--- src/hw/pdc_regs.svh ---
// Register offsets, field positions and reset values of the DMA channel pair
`ifndef PDC_CHAN_REGS_SVH
`define PDC_CHAN_REGS_SVH
`define OFS_RX_PTR 8'h00
`define OFS_RX_CNT 8'h04
`define OFS_TX_PTR 8'h08
`define OFS_TX_CNT 8'h0C
`define OFS_RX_NPTR 8'h10
`define OFS_RX_NCNT 8'h14
`define OFS_TX_NPTR 8'h18
`define OFS_TX_NCNT 8'h1C
`define OFS_CTRL 8'h20
`define OFS_STATUS 8'h24
`define OFS_CONFIG 8'h28
`define BIT_RX_EN 0
`define BIT_RX_DIS 1
`define BIT_TX_EN 8
`define BIT_TX_DIS 9
`define BIT_HALF_DUPLEX 0
`define CNT_W 16
`define RST_PTR 32'h0000_0000
`define RST_CNT 16'h0000
`define CNT_ONE 16'h0001
`endif

--- src/hw/pdc_pkg.sv ---
// Types shared by the DMA channel pair
package pdc_pkg;
   typedef enum logic [2:0] {
      ST_IDLE = 3'b001,
      ST_REQ = 3'b010,
      ST_DONE = 3'b100
   } xfer_state_e;
endpackage : pdc_pkg

--- src/hw/pdc_sync.sv ---
// Three-stage synchroniser for a pin input, change counts when stages two and three agree
`timescale 1ns/1ps
`default_nettype none
module pdc_sync (
   // Clock and control
   input wire logic clk_i,
   input wire logic rst_i,
   input wire logic ce_i,
   // Data
   input wire logic d_i,
   output logic q_o
);
   logic s1;
   logic s2;
   logic s3;
   always_ff @(posedge clk_i) begin
      if (rst_i) begin
         s1 <= 1'b0;
         s2 <= 1'b0;
         s3 <= 1'b0;
         q_o <= 1'b0;
      end else if (ce_i) begin
         s1 <= d_i;
         s2 <= s1;
         s3 <= s2;
         if (s2 == s3) begin
            q_o <= s3;
         end
      end
   end
endmodule : pdc_sync
`default_nettype wire

--- src/hw/pdc_dir.sv ---
// One transfer direction: request sequencer and one-cycle advance strobe; pointer/count advance and queue reload are in pdc_channel
`timescale 1ns/1ps
`default_nettype none
`include "pdc_regs.svh"
module pdc_dir import pdc_pkg::*; #(
   parameter int unsigned STEP = 4
) (
   // Clock and control
   input wire logic clk_i,
   input wire logic rst_i,
   input wire logic ce_i,
   // Channel state
   input wire logic enable_i,
   input wire logic [15:0] count_i,
   // Peripheral and memory side
   input wire logic periph_ready_i,
   output logic req_o,
   input wire logic ack_i,
   // One-cycle advance strobe
   output logic step_o
);
   xfer_state_e state;
   xfer_state_e next_state;
   wire count_live = count_i != `RST_CNT;
   wire go = enable_i && count_live && periph_ready_i;
   always_comb begin
      next_state = state;
      case (state)
         ST_IDLE: if (go) next_state = ST_REQ; // see RULE2 see RULE3 see RULE6 see RULE7
         ST_REQ: if (ack_i) next_state = ST_DONE;
         ST_DONE: next_state = ST_IDLE;
         default: next_state = ST_IDLE;
      endcase
   end
   always_ff @(posedge clk_i) begin
      if (rst_i) begin
         state <= ST_IDLE;
      end else if (ce_i) begin
         state <= next_state;
      end
   end
   // A started beat completes even if disabled mid-way; the bus cannot take it back
   assign req_o = state == ST_REQ;
   assign step_o = state == ST_DONE;
endmodule : pdc_dir
`default_nettype wire

--- src/hw/pdc_channel.sv ---
// Wishbone register block and sequencing of a receive/transmit DMA channel pair
//
// Operation
// RULE1: Software loads receive count with receive buffer size before reception.
// RULE2: Receive count of zero halts receive transfers into memory.
// RULE3: Nonzero receive count starts receive transfers while receive is enabled.
// RULE4: Software loads transmit pointer with transmit buffer address first.
// RULE5: Software loads transmit count with transmit buffer size before transmission.
// RULE6: Transmit count of zero halts transmit transfers from memory.
// RULE7: Nonzero transmit count starts transmit transfers while transmit is enabled.
// RULE8: Receive queued pointer holds the next receive buffer address.
// RULE9: Receive queued count holds the next receive buffer size.
// RULE10: Transmit queued pointer holds the next transmit buffer address.
// RULE11: Transmit queued count holds the next transmit buffer size.
// RULE12: Half duplex: receive and transmit current pointers are one register.
// RULE13: Half duplex: receive and transmit current counts are one register.
// RULE14: Half duplex: receive and transmit queued pointers are one register.
// RULE15: Half duplex: receive and transmit queued counts are one register.
// RULE16: Receive enable bit enables receive requests unless disable also written.
// RULE17: Half duplex: receive enable clears transmit enable; never set both. Here a later transmit enable leaves receive enable set, so both can be set.
// RULE18: Half duplex: disabling either direction disables both.
// RULE19: Status register shows receive enable at bit 0, transmit at 8.
// RULE20: Control: receive enable/disable bits 0/1, transmit bits 8/9.
// RULE21: Each beat advances pointer, decrements count; empty count reloads from queue.
//
// The placing of the registers and the Wishbone interface to the registers were decided locally.
`timescale 1ns/1ps
`default_nettype none
`include "pdc_regs.svh"
module pdc_channel import pdc_pkg::*; #(
   parameter int unsigned STEP = 4
) (
   // Clock, reset, clock enable
   input wire logic clk_i,
   input wire logic rst_i,
   input wire logic ce_i,
   // Wishbone slave
   input wire logic cyc_i,
   input wire logic stb_i,
   input wire logic we_i,
   input wire logic [7:0] adr_i,
   input wire logic [3:0] sel_i,
   input wire logic [31:0] dat_i,
   output logic [31:0] dat_o,
   output logic ack_o,
   // Peripheral pins (outside clock domain)
   input wire logic rx_ready_i,
   input wire logic tx_ready_i,
   // Memory bus side
   output logic rx_req_o,
   output logic [31:0] rx_addr_o,
   input wire logic rx_ack_i,
   output logic tx_req_o,
   output logic [31:0] tx_addr_o,
   input wire logic tx_ack_i
);
   // Current and queued pointers/counts; in half duplex only the rx copy is used
   logic [31:0] rx_current_address;
   logic [31:0] tx_current_address;
   logic [15:0] rx_current_size;
   logic [15:0] tx_current_size;
   logic [31:0] rx_queued_address;
   logic [31:0] tx_queued_address;
   logic [15:0] rx_queued_size;
   logic [15:0] tx_queued_size;
   logic rx_request_enable;
   logic tx_request_enable;
   logic half_duplex;

   function automatic logic [31:0] merge32(input logic [31:0] old, input logic [31:0] nw, input logic [3:0] be);
      logic [31:0] r;
      r = old;
      for (int i = 0; i < 4; i++) begin
         if (be[i]) r[i*8 +: 8] = nw[i*8 +: 8];
      end
      return r;
   endfunction : merge32

   // Counters keep only the low half of a bus word
   function automatic logic [15:0] merge16(input logic [15:0] old, input logic [31:0] nw, input logic [3:0] be);
      logic [31:0] r;
      r = merge32({16'h0000, old}, nw, be);
      return r[15:0];
   endfunction : merge16

   // Bus decode
   wire access = cyc_i && stb_i && !ack_o;
   wire wr = access && we_i && ce_i;
   wire wr_rx_ptr = wr && adr_i == `OFS_RX_PTR;
   wire wr_rx_cnt = wr && adr_i == `OFS_RX_CNT;
   wire wr_tx_ptr = wr && adr_i == `OFS_TX_PTR;
   wire wr_tx_cnt = wr && adr_i == `OFS_TX_CNT;
   wire wr_rx_nptr = wr && adr_i == `OFS_RX_NPTR;
   wire wr_rx_ncnt = wr && adr_i == `OFS_RX_NCNT;
   wire wr_tx_nptr = wr && adr_i == `OFS_TX_NPTR;
   wire wr_tx_ncnt = wr && adr_i == `OFS_TX_NCNT;
   wire wr_ctrl = wr && adr_i == `OFS_CTRL;
   wire wr_cfg = wr && adr_i == `OFS_CONFIG;

   // Half duplex folds both directions onto the rx copies
   wire hd = half_duplex;
   wire sel_rx_ptr = wr_rx_ptr || (hd && wr_tx_ptr); // see RULE12
   wire sel_rx_cnt = wr_rx_cnt || (hd && wr_tx_cnt); // see RULE13
   wire sel_rx_nptr = wr_rx_nptr || (hd && wr_tx_nptr); // see RULE14
   wire sel_rx_ncnt = wr_rx_ncnt || (hd && wr_tx_ncnt); // see RULE15
   wire [31:0] tx_cur_a = hd ? rx_current_address : tx_current_address;
   wire [15:0] tx_cur_s = hd ? rx_current_size : tx_current_size;
   wire [31:0] tx_q_a = hd ? rx_queued_address : tx_queued_address;
   wire [15:0] tx_q_s = hd ? rx_queued_size : tx_queued_size;

   // Control decode; the bit positions are also the write strobes
   wire rx_en_w = wr_ctrl && sel_i[0] && dat_i[`BIT_RX_EN]; // see RULE20
   wire rx_dis_w = wr_ctrl && sel_i[0] && dat_i[`BIT_RX_DIS];
   wire tx_en_w = wr_ctrl && sel_i[1] && dat_i[`BIT_TX_EN];
   wire tx_dis_w = wr_ctrl && sel_i[1] && dat_i[`BIT_TX_DIS];
   wire any_dis = rx_dis_w || tx_dis_w;
   // Disable wins over enable; in half duplex rx enable wins over tx enable
   wire next_rx_en = (hd ? any_dis : rx_dis_w) ? 1'b0 : (rx_en_w ? 1'b1 : rx_request_enable); // see RULE16 see RULE18
   wire next_tx_en = (hd ? any_dis : tx_dis_w) ? 1'b0 :
      (hd && rx_en_w) ? 1'b0 : (tx_en_w ? 1'b1 : tx_request_enable); // see RULE17 see RULE18

   // Synchronised peripheral readiness
   logic rx_ready;
   logic tx_ready;
   pdc_sync u_rx_sync (
      .clk_i(clk_i),
      .rst_i(rst_i),
      .ce_i(ce_i),
      .d_i(rx_ready_i),
      .q_o(rx_ready)
   );
   pdc_sync u_tx_sync (
      .clk_i(clk_i),
      .rst_i(rst_i),
      .ce_i(ce_i),
      .d_i(tx_ready_i),
      .q_o(tx_ready)
   );

   logic rx_step;
   logic tx_step;
   pdc_dir #(.STEP(STEP)) u_rx_dir (
      .clk_i(clk_i),
      .rst_i(rst_i),
      .ce_i(ce_i),
      .enable_i(rx_request_enable),
      .count_i(rx_current_size),
      .periph_ready_i(rx_ready),
      .req_o(rx_req_o),
      .ack_i(rx_ack_i),
      .step_o(rx_step)
   );
   pdc_dir #(.STEP(STEP)) u_tx_dir (
      .clk_i(clk_i),
      .rst_i(rst_i),
      .ce_i(ce_i),
      .enable_i(tx_request_enable),
      .count_i(tx_cur_s),
      .periph_ready_i(tx_ready),
      .req_o(tx_req_o),
      .ack_i(tx_ack_i),
      .step_o(tx_step)
   );

   // Advance and reload; a software write in the same cycle takes precedence
   wire rx_adv = rx_step || (hd && tx_step);
   // A beat starts only on a live count, but a count written to zero mid-beat still decrements and wraps
   wire [15:0] rx_dec = rx_current_size - `CNT_ONE;
   wire [15:0] tx_dec = tx_current_size - `CNT_ONE;
   wire rx_reload = rx_adv && rx_dec == `RST_CNT;
   wire tx_reload = !hd && tx_step && tx_dec == `RST_CNT;
   wire [31:0] step32 = 32'(STEP);

   always_ff @(posedge clk_i) begin
      if (rst_i) begin
         rx_current_address <= `RST_PTR;
         rx_queued_address <= `RST_PTR;
      end else if (ce_i) begin
         if (sel_rx_ptr) begin
            rx_current_address <= merge32(rx_current_address, dat_i, sel_i);
         end else if (rx_reload) begin
            rx_current_address <= rx_queued_address; // see RULE21
         end else if (rx_adv) begin
            rx_current_address <= rx_current_address + step32; // see RULE21
         end
         if (sel_rx_nptr) begin
            rx_queued_address <= merge32(rx_queued_address, dat_i, sel_i); // see RULE8
         end
      end
   end

   // Counts: a software write in the same cycle as a step wins and the step is lost
   always_ff @(posedge clk_i) begin
      if (rst_i) begin
         rx_current_size <= `RST_CNT;
         rx_queued_size <= `RST_CNT;
      end else if (ce_i) begin
         if (sel_rx_cnt) begin
            rx_current_size <= merge16(rx_current_size, dat_i, sel_i);
         end else if (rx_reload) begin
            rx_current_size <= rx_queued_size;
         end else if (rx_adv) begin
            rx_current_size <= rx_dec;
         end
         if (sel_rx_ncnt) begin
            rx_queued_size <= merge16(rx_queued_size, dat_i, sel_i); // see RULE9
         end else if (rx_reload) begin
            rx_queued_size <= `RST_CNT;
         end
      end
   end

   // Tx copies still take tx-offset writes in half duplex; only their stepping stops
   always_ff @(posedge clk_i) begin
      if (rst_i) begin
         tx_current_address <= `RST_PTR;
         tx_queued_address <= `RST_PTR;
      end else if (ce_i) begin
         if (wr_tx_ptr) begin
            tx_current_address <= merge32(tx_current_address, dat_i, sel_i);
         end else if (tx_reload) begin
            tx_current_address <= tx_queued_address; // see RULE21
         end else if (tx_step && !hd) begin
            tx_current_address <= tx_current_address + step32;
         end
         if (wr_tx_nptr) begin
            tx_queued_address <= merge32(tx_queued_address, dat_i, sel_i); // see RULE10
         end
      end
   end

   always_ff @(posedge clk_i) begin
      if (rst_i) begin
         tx_current_size <= `RST_CNT;
         tx_queued_size <= `RST_CNT;
      end else if (ce_i) begin
         if (wr_tx_cnt) begin
            tx_current_size <= merge16(tx_current_size, dat_i, sel_i);
         end else if (tx_reload) begin
            tx_current_size <= tx_queued_size;
         end else if (tx_step && !hd) begin
            tx_current_size <= tx_dec;
         end
         if (wr_tx_ncnt) begin
            tx_queued_size <= merge16(tx_queued_size, dat_i, sel_i); // see RULE11
         end else if (tx_reload) begin
            tx_queued_size <= `RST_CNT;
         end
      end
   end

   always_ff @(posedge clk_i) begin
      if (rst_i) begin
         rx_request_enable <= 1'b0;
         tx_request_enable <= 1'b0;
         half_duplex <= 1'b0;
      end else if (ce_i) begin
         rx_request_enable <= next_rx_en;
         tx_request_enable <= next_tx_en;
         if (wr_cfg && sel_i[0]) begin
            half_duplex <= dat_i[`BIT_HALF_DUPLEX];
         end
      end
   end

   // Read mux; control register is write-only and reads as zero
   logic [31:0] rd_mux;
   logic [31:0] status_word;
   always_comb begin
      status_word = 32'h0000_0000;
      status_word[`BIT_RX_EN] = rx_request_enable; // see RULE19
      status_word[`BIT_TX_EN] = tx_request_enable;
      case (adr_i)
         `OFS_RX_PTR: rd_mux = rx_current_address;
         `OFS_RX_CNT: rd_mux = {16'h0000, rx_current_size};
         `OFS_TX_PTR: rd_mux = tx_cur_a;
         `OFS_TX_CNT: rd_mux = {16'h0000, tx_cur_s};
         `OFS_RX_NPTR: rd_mux = rx_queued_address;
         `OFS_RX_NCNT: rd_mux = {16'h0000, rx_queued_size};
         `OFS_TX_NPTR: rd_mux = tx_q_a;
         `OFS_TX_NCNT: rd_mux = {16'h0000, tx_q_s};
         `OFS_STATUS: rd_mux = status_word;
         `OFS_CONFIG: rd_mux = {31'h0000_0000, half_duplex};
         default: rd_mux = 32'h0000_0000;
      endcase
   end

   // One wait state: ack a cycle after strobe, dropped the cycle after
   always_ff @(posedge clk_i) begin
      if (rst_i) begin
         ack_o <= 1'b0;
         dat_o <= 32'h0000_0000;
      end else if (ce_i) begin
         ack_o <= access;
         if (access && !we_i) begin
            dat_o <= rd_mux;
         end
      end
   end

   assign rx_addr_o = rx_current_address;
   assign tx_addr_o = tx_cur_a;
endmodule : pdc_channel
`default_nettype wire

--- config.mk ---
export PLATFORM = sky130hd
export DESIGN_NAME = pdc_channel
export DESIGN_NICKNAME = d
export VERILOG_FILES = /design/src/hw/pdc_pkg.sv /design/src/hw/pdc_sync.sv /design/src/hw/pdc_dir.sv /design/src/hw/pdc_channel.sv
export VERILOG_INCLUDE_DIRS = /design/src /design/src/hw
export SDC_FILE = /design/constraint.sdc
export NUM_CORES = 1
export LEC_CHECK = 0
export ABC_AREA = 1
export BUFFER_PORTS_ARGS = -buffer_cell sky130_fd_sc_hd__buf_4
export CORE_AREA = 4 4 230 232
export CTS_BUF_LIST = sky130_fd_sc_hd__clkbuf_2
export DETAILED_ROUTE_END_ITERATION = 10
export DIE_AREA = 0 0 234 236
export SETUP_SLACK_MARGIN = 0.5
export SLEW_MARGIN = 20
export SYNTH_ARGS = -nofsm -noshare
export SYNTH_HDL_FRONTEND = slang
export SYNTH_SLANG_ARGS = --single-unit
--- constraint.sdc ---
create_clock -name clk_i -period 2.96 [get_ports clk_i]
set_input_delay 0.592 -clock clk_i [delete_from_list [all_inputs] [get_ports clk_i]]
set_output_delay 0.592 -clock clk_i [all_outputs]
set_load 0.01 [all_outputs]
Word level (Yosys, flattened, before mapping) --
Index checks and enable logic that the tools add are counted.
Cells by class: add/subtract/negate cells 4, multipliers 0, divide/modulo/power cells 0, $lt $le $gt $ge 0, equal/unequal tests 38, shifts and indexed selects 0, multiplexer cells 38, bitwise logic cells 0, reductions and logical operators 89
Operators by type and width (number):
- $pmux W32 S10 | 1
- $mux W32 | 8
- $mux W16 | 12
- $reduce_and A3 Y1 | 26
- $add A32 B3 Y32 const B | 2
- $logic_and A1 B1 Y1 | 35
- $eq A8 B5 Y1 const B | 4
- $logic_not A16 Y1 | 2
- $mux W8 | 4
- $ne A2 B2 Y1 const B | 16
- $reduce_bool A16 Y1 | 2
- $sub A16 B1 Y16 const B | 2
- $eq A8 B6 Y1 const B | 3
- $eq A8 B4 Y1 const B | 2
- $reduce_bool A3 Y1 | 5
- $mux W3 | 4
- $pmux W3 S2 | 2
- $reduce_and A2 Y1 | 6
- $eq A8 B3 Y1 const B | 1
- $logic_not A8 Y1 | 1
- $ne A2 B1 Y1 const B | 4
- $mux W1 | 7
- $eq A3 B1 Y1 const B | 2
- $eq A3 B2 Y1 const B | 2
- 5 further kinds | 16
Word-level totals: register bits after elaboration 242, bits in latches 0, memory bits (writable) 0, bits in read-only memories 0, input bits 54, output and inout bits 99, word-level logic and storage cells 208, memories kept 0

Logic depth before layout (Yosys ltp) --
word-level depth 11, depth in mapped cells 18, depth with buffers taken out 17

By module --
A second synthesis with hierarchy kept.
Unflattened totals: cells, all modules 2575, area total of the unflattened synthesis 15851.5 um2
Modules (own cells, without submodules):
- pdc_channel | times used 1, cells an instance 2449, area each 15080.7 um2, seq. area each 4564.4 um2
- pdc_dir | times used 2, cells an instance 43, area each 237.7 um2, seq. area each 60.1 um2
- pdc_sync | times used 2, cells an instance 20, area each 147.6 um2, seq. area each 80.1 um2

Least setup slack after synthesis --
No wires, ideal clock.
path kind input-to-reg, from in adr_i[1], to reg tx_current_address[11], library setup time 0.122 ns, arrival time 2.093 ns, required time 2.838 ns, slack 0.744 ns, cell stages on the path 10, cell sequence nor2_2 nand2_2 nor2_2 nand2_1 nor2_4 nor2_2 o21ai_1 inv_2 o21ai_1 a21oi_1
On the way: longest elaborated chain between the ends 4, elaborated cells between the ends (all ways) 6, those cells by class eq/ne (2); mux (1); reduce/logical (3)
RTL lines:
- from (decl) | line pdc_channel.sv:41 | input wire logic [7:0] adr_i,
- $eq A8 B4 Y1 *
- $logic_and A1 B1 Y1 (no line) *
- $ne A2 B2 Y1 (no line) / $reduce_bool A3 Y1 (equally long branches)
- $reduce_and A3 Y1 (no line)
- to (signal assigned) | line pdc_channel.sv:216 | tx_current_address <= `RST_PTR;
- to (signal assigned) | line pdc_channel.sv:220 | tx_current_address <= merge32(tx_current_address, dat_i, sel_i);
- to (signal assigned) | line pdc_channel.sv:222 | tx_current_address <= tx_queued_address;
- to (decl) | line pdc_channel.sv:59 | logic [31:0] tx_current_address;
Mark *: on every way between the ends. The rest lies on a longest branch, timed or not. A chain may end at the register's enable or synchronous reset.

Worst setup path after layout --
from reg half_duplex, to out tx_addr_o[11]
On the way: longest elaborated chain between the ends 1
RTL lines:
- from (decl) | line pdc_channel.sv:68 | logic half_duplex;
- from (signal assigned) | line pdc_channel.sv:261 | half_duplex <= dat_i[`BIT_HALF_DUPLEX];
- $mux W32 | line pdc_channel.sv:106 | wire [31:0] tx_cur_a = hd ? rx_current_address : tx_current_address;
- to (decl) | line pdc_channel.sv:54 | output logic [31:0] tx_addr_o,
No other way between the ends.

==> flow_summary.html <==
<table>
<tr><th>Metric</th><th>Value</th></tr>
<tr><th colspan="2">Finish</th></tr>
<tr><td>Final Net Count</td><td>2931</td></tr>
<tr><td>Fraction of final layout cells sized beyond drive strength 1</td><td>20.23%</td></tr>
<tr><td>Fillcell total</td><td>5481</td></tr>
<tr><td>Final cell area excluding filler cells</td><td>20530 µm²</td></tr>
<tr><td>P&amp;R area growth vs syn</td><td>31.08%</td></tr>
<tr><th colspan="2">Synth</th></tr>
<tr><td>Total of flip-flops plus latches after synthesis</td><td>242</td></tr>
<tr><td>Share of cell area taken by muxes after synthesis</td><td>0%</td></tr>
<tr><td>Main combinational cell family by area after synthesis</td><td>simple AND/OR/NAND/NOR gates</td></tr>
<tr><td>Main area contributors after synthesis</td><td>sky130_fd_sc_hd__dfxtp_1 (31%), sky130_fd_sc_hd__nand2_1 (17%), sky130_fd_sc_hd__a21oi_1 (9.0%)</td></tr>
<tr><td>Post-synthesis simple-gate area fraction</td><td>34.06%</td></tr>
<tr><td>Post-synthesis share of cell area spent on xor and xnor gates</td><td>2.740%</td></tr>
<tr><td>Total of warnings raised by yosys</td><td>0</td></tr>
<tr><td>Netlist Area Pre-Place</td><td>15660 µm²</td></tr>
<tr><td>Total nets after synthesis</td><td>2641</td></tr>
<tr><td>Synthesized-area fraction occupied by ao, oa, aoi and oai cells</td><td>21.22%</td></tr>
<tr><td>Gate count after technology mapping</td><td>2581</td></tr>
<tr><td>Share of Yosys cell area claimed by the top area cell type</td><td>30.94%</td></tr>
<tr><td>Main synth FF type</td><td>sky130_fd_sc_hd__dfxtp_1</td></tr>
<tr><td>Most numerous cell types in the synthesized netlist</td><td>sky130_fd_sc_hd__nand2_1 (713), sky130_fd_sc_hd__a21oi_1 (281), sky130_fd_sc_hd__inv_1 (262)</td></tr>
<tr><td>Post-synthesis share of cell area spent on full adders, half adders and majority gates</td><td>0.4794%</td></tr>
<tr><td>Synth cell types</td><td>47</td></tr>
<tr><td>Part of the Yosys area used for sequential elements</td><td>30.94%</td></tr>
<tr><td>Cell type contributing the most total cell area after synthesis</td><td>sky130_fd_sc_hd__dfxtp_1</td></tr>
<tr><td>Mean cell area of the mapped netlist</td><td>6.067 µm²</td></tr>
<tr><td>Proportion of register bits with asynchronous set or reset after synthesis</td><td>0%</td></tr>
<tr><td>Library cell with the highest instance count after synthesis</td><td>sky130_fd_sc_hd__nand2_1</td></tr>
<tr><td>Count of flip-flops with a built-in enable after synthesis</td><td>0</td></tr>
<tr><th colspan="2">Clock network</th></tr>
<tr><td>H-Tree Level Count</td><td>3</td></tr>
<tr><td>Inserted Clock Buffers</td><td>72</td></tr>
<tr><td>CTS clk-pin slew, worst paths</td><td>110 ps</td></tr>
<tr><td>Worst-case clock buffer depth</td><td>3</td></tr>
<tr><td>Clock latency on the worst-skew pair</td><td>1040 ps</td></tr>
<tr><td>Clock tree root driver cell</td><td>sky130_fd_sc_hd__clkbuf_2</td></tr>
<tr><td>Number of sinks handled by clock tree synthesis</td><td>242</td></tr>
<tr><td>CTS tree</td><td>yes</td></tr>
<tr><th colspan="2">Timing</th></tr>
<tr><td>Fmax</td><td>0.3578 GHz</td></tr>
<tr><td>Final setup TNS</td><td>0 ps</td></tr>
<tr><td>Max-slew headroom at the worst pin</td><td>42.85%</td></tr>
<tr><td>Setup Skew</td><td>82.99 ps</td></tr>
<tr><td>Final hold violation count</td><td>0</td></tr>
<tr><td>Time the worst path needs with I/O delays and setup</td><td>2795 ps</td></tr>
<tr><td>Fraction of the cycle the final worst path needs</td><td>94.41%</td></tr>
<tr><td>Least-Margin Pin Slew</td><td>857.2 ps</td></tr>
<tr><td>Setup-failing EPs final</td><td>0</td></tr>
<tr><td>Max Slew Vio Count</td><td>0</td></tr>
<tr><td>RSZ-0062 raised after global routing</td><td>true</td></tr>
<tr><th colspan="2">Place</th></tr>
<tr><td>Post-DP HPWL</td><td>56040 µm</td></tr>
<tr><td>RD Place Congestion</td><td>1.010</td></tr>
<tr><td>Input/output buffers</td><td>152</td></tr>
<tr><td>Post-DP Area</td><td>17960 µm²</td></tr>
<tr><th colspan="2">Worst setup path</th></tr>
<tr><td>Data required time at the worst endpoint</td><td>2370 ps</td></tr>
<tr><td>Setup slack of the worst register-to-register path</td><td>500 ps</td></tr>
<tr><td>CP max FO</td><td>7</td></tr>
<tr><td>Crit-path slowest cell</td><td>sky130_fd_sc_hd__dfxtp_4</td></tr>
<tr><td>Most frequent cell on the critical path</td><td>sky130_fd_sc_hd__buf_12</td></tr>
<tr><td>CP startpoint kind</td><td>flip-flop</td></tr>
<tr><td>Path type of the worst setup path</td><td>flip-flop to output port</td></tr>
<tr><td>Worst Path Arrival</td><td>2200 ps</td></tr>
<tr><td>Critical Path Max Stage Delay</td><td>430 ps</td></tr>
<tr><td>Worst Reg-to-Reg Cells</td><td>16</td></tr>
<tr><td>Critical-path cell list</td><td>buf_12 -&gt; buf_12 -&gt; buf_16 -&gt; o21ai_4 -&gt; buf_6</td></tr>
<tr><td>Type of element capturing the critical path</td><td>output port</td></tr>
<tr><th colspan="2">GRT</th></tr>
<tr><td>Number of global-route vias before repair</td><td>17840</td></tr>
<tr><td>Largest net degree at the start of global routing</td><td>111</td></tr>
<tr><td>Combined global-route utilization of all metal layers</td><td>27.14%</td></tr>
<tr><td>Final global-route overflow total</td><td>0</td></tr>
<tr><td>First-pass GRT wire length</td><td>113900 µm</td></tr>
<tr><td>Initial antenna violation count</td><td>2</td></tr>
<tr><th colspan="2">Routing</th></tr>
<tr><td>Post-DR vias/cell</td><td>5.394</td></tr>
<tr><td>Routed Antenna Nets</td><td>0</td></tr>
<tr><td>Detailed-routing iteration count for the pre-antenna-repair pass</td><td>8</td></tr>
<tr><td>Via count</td><td>19460</td></tr>
<tr><td>Total routed wirelength</td><td>79500 µm</td></tr>
<tr><td>Number of design rule violations left after detail routing</td><td>0</td></tr>
<tr><td>Detailed router's first-iteration violation count</td><td>2337</td></tr>
<tr><td>Average routed wire per standard cell</td><td>22.03 µm</td></tr>
<tr><th colspan="2">Floorplan</th></tr>
<tr><td>Placement row count</td><td>83</td></tr>
<tr><td>DIE AREA</td><td>55220 µm²</td></tr>
<tr><td>Total I/O pin count</td><td>153</td></tr>
<tr><td>Starting density of the core</td><td>30.71%</td></tr>
<tr><td>DIE HEIGHT</td><td>236 µm</td></tr>
<tr><td>DIE WIDTH</td><td>234 µm</td></tr>
<tr><td>Core footprint</td><td>50990 µm²</td></tr>
<tr><th colspan="2">Pwr</th></tr>
<tr><td>Total power consumption of the routed design</td><td>7.392 mW</td></tr>
<tr><td>Maximum resistive drop on vdd</td><td>0.1874 mV</td></tr>
<tr><td>Cell Pwr Density</td><td>360.1 nW/µm²</td></tr>
<tr><td>Total leakage power</td><td>8.872 nW</td></tr>
<tr><th colspan="2">Job</th></tr>
<tr><td>Max-capacitance violation count</td><td>0</td></tr>
<tr><th colspan="2">Outcome</th></tr>
<tr><td>Status</td><td>completed</td></tr>
<tr><th colspan="2">Min path</th></tr>
<tr><td>Hold crit path type</td><td>input port to flip-flop</td></tr>
<tr><td>Hold path depth</td><td>6</td></tr>
</table>
## through the flow
stage | std cells | hold WS, ps | util [%] | worst slack, ps
finish | 3608 | 129.6 | 40.26 | 165.4
CTS | 3578 | 3.224 | 39.10 | 63.07
floorplan | 2581 | 439.0 | - | 744.5
detailed placement | 3378 | 452.8 | 35.23 | 131.5
global route | 3608 | 134.8 | 40.26 | 91.77
global placement | 3378 | 448.4 | 35.23 | 188.9
## registers in the layout, summed over array words and instances (netlist names), 3 cells and up
register and flops:
rx_queued_address 32, tx_queued_size 16, u_tx_dir.state 3, u_rx_dir.state 3
rx_queued_size 16, rx_current_size 16, dat_o 32, rx_addr_o 32
tx_current_address 32, tx_queued_address 32, tx_current_size 16
## area by class of cell
cell class                      instances  area (µm²)  share of cell area [%]
Sequential cell                       242        4870                   23.72
Antenna cell                            1       2.502                 0.01219
Inverter                              293        1112                   5.419
Multi-Input combinational cell       1915        9698                   47.24
Clock inverter                         28       185.2                  0.9021
Tap cell                              680       850.8                   4.145
Clock buffer                          102       510.5                   2.487
Timing Repair Buffer                  347        3298                   16.07
## cells in the final DEF (no fill, tap or decap), types with 6 or more instances in the layout
cell / count
sky130_fd_sc_hd__clkbuf_2: 102
sky130_fd_sc_hd__o2111ai_1: 12
sky130_fd_sc_hd__nand2_1: 685
sky130_fd_sc_hd__o22ai_1: 20
sky130_fd_sc_hd__nand3_1: 221
sky130_fd_sc_hd__inv_2: 36
sky130_fd_sc_hd__buf_6: 22
sky130_fd_sc_hd__o21ai_0: 175
sky130_fd_sc_hd__nand2_2: 18
sky130_fd_sc_hd__o31ai_1: 8
sky130_fd_sc_hd__inv_1: 255
sky130_fd_sc_hd__xor2_1: 43
sky130_fd_sc_hd__o221ai_1: 6
sky130_fd_sc_hd__o21ai_1: 39
sky130_fd_sc_hd__nand2_4: 17
sky130_fd_sc_hd__dlygate4sd3_1: 42
sky130_fd_sc_hd__dfxtp_1: 226
sky130_fd_sc_hd__buf_4: 248
sky130_fd_sc_hd__buf_12: 21
sky130_fd_sc_hd__clkinv_1: 22
sky130_fd_sc_hd__nand4_1: 27
sky130_fd_sc_hd__nor2_2: 25
sky130_fd_sc_hd__nor3_1: 31
sky130_fd_sc_hd__o211ai_1: 27
sky130_fd_sc_hd__o21ai_4: 17
sky130_fd_sc_hd__o21ai_2: 16
sky130_fd_sc_hd__nor2_1: 170
sky130_fd_sc_hd__dfxtp_2: 14
sky130_fd_sc_hd__nor2_4: 12
sky130_fd_sc_hd__nand3b_1: 18
sky130_fd_sc_hd__a21oi_1: 281
## worst max-delay path, delay by kind of cell (launching register included)
kind                   cells  cell delay, ps
buffers and inverters      4             550
AO/OA/AOI/OAI              1             200
flip-flops                 1             430
## report_power, final
group / switching [mW] / internal [mW]
combinational: 0.732 / 0.413
clock: 1.68 / 1.19
sequential: 0.0693 / 3.30
## kinds of logic (layout without fill, tap and decap cells)
kind of cell / Yosys count / count (layout)
xor+xnor: 49 / 49
other cells: 0 / 1
flops: 242 / 242
compound gates: 614 / 614
buf+inv: 424 / 770
simple gates: 1246 / 1246
fa+ha+maj: 6 / 6
## final timing paths
path | start | endpoint
setup / recovery | half_duplex$_SDFFE_PP0P_ | tx_addr_o[11]
hold / removal | adr_i[3] | tx_request_enable$_SDFFE_PP0P_
setup reg to reg | half_duplex$_SDFFE_PP0P_ | rx_addr_o[9]$_SDFFE_PP0P_
hold reg to reg | rx_queued_size[1]$_SDFFE_PP0P_ | rx_queued_size[1]$_SDFFE_PP0P_
## metal layers
metal  up-vias  part of all wire [%]  global-route usage [%]
met2      1094                    44                   42.01
met4         2                   4.3                   11.09
li1       9138                     -                       -
met3       207                    10                   5.495
met5         -                0.0088                       0
met1      9021                    41                   36.81
## repair_timing
action                                  CTS  global route
gates resized for setup                 138            87
endpoints found under the setup margin  103           180
pin swaps                                10            14
hold buffers                             42             0
gates cloned                              7             5
endpoints found under the hold margin   194             0
setup buffers                            21            24
No activity file was read; power rests on OpenSTA's default activity.
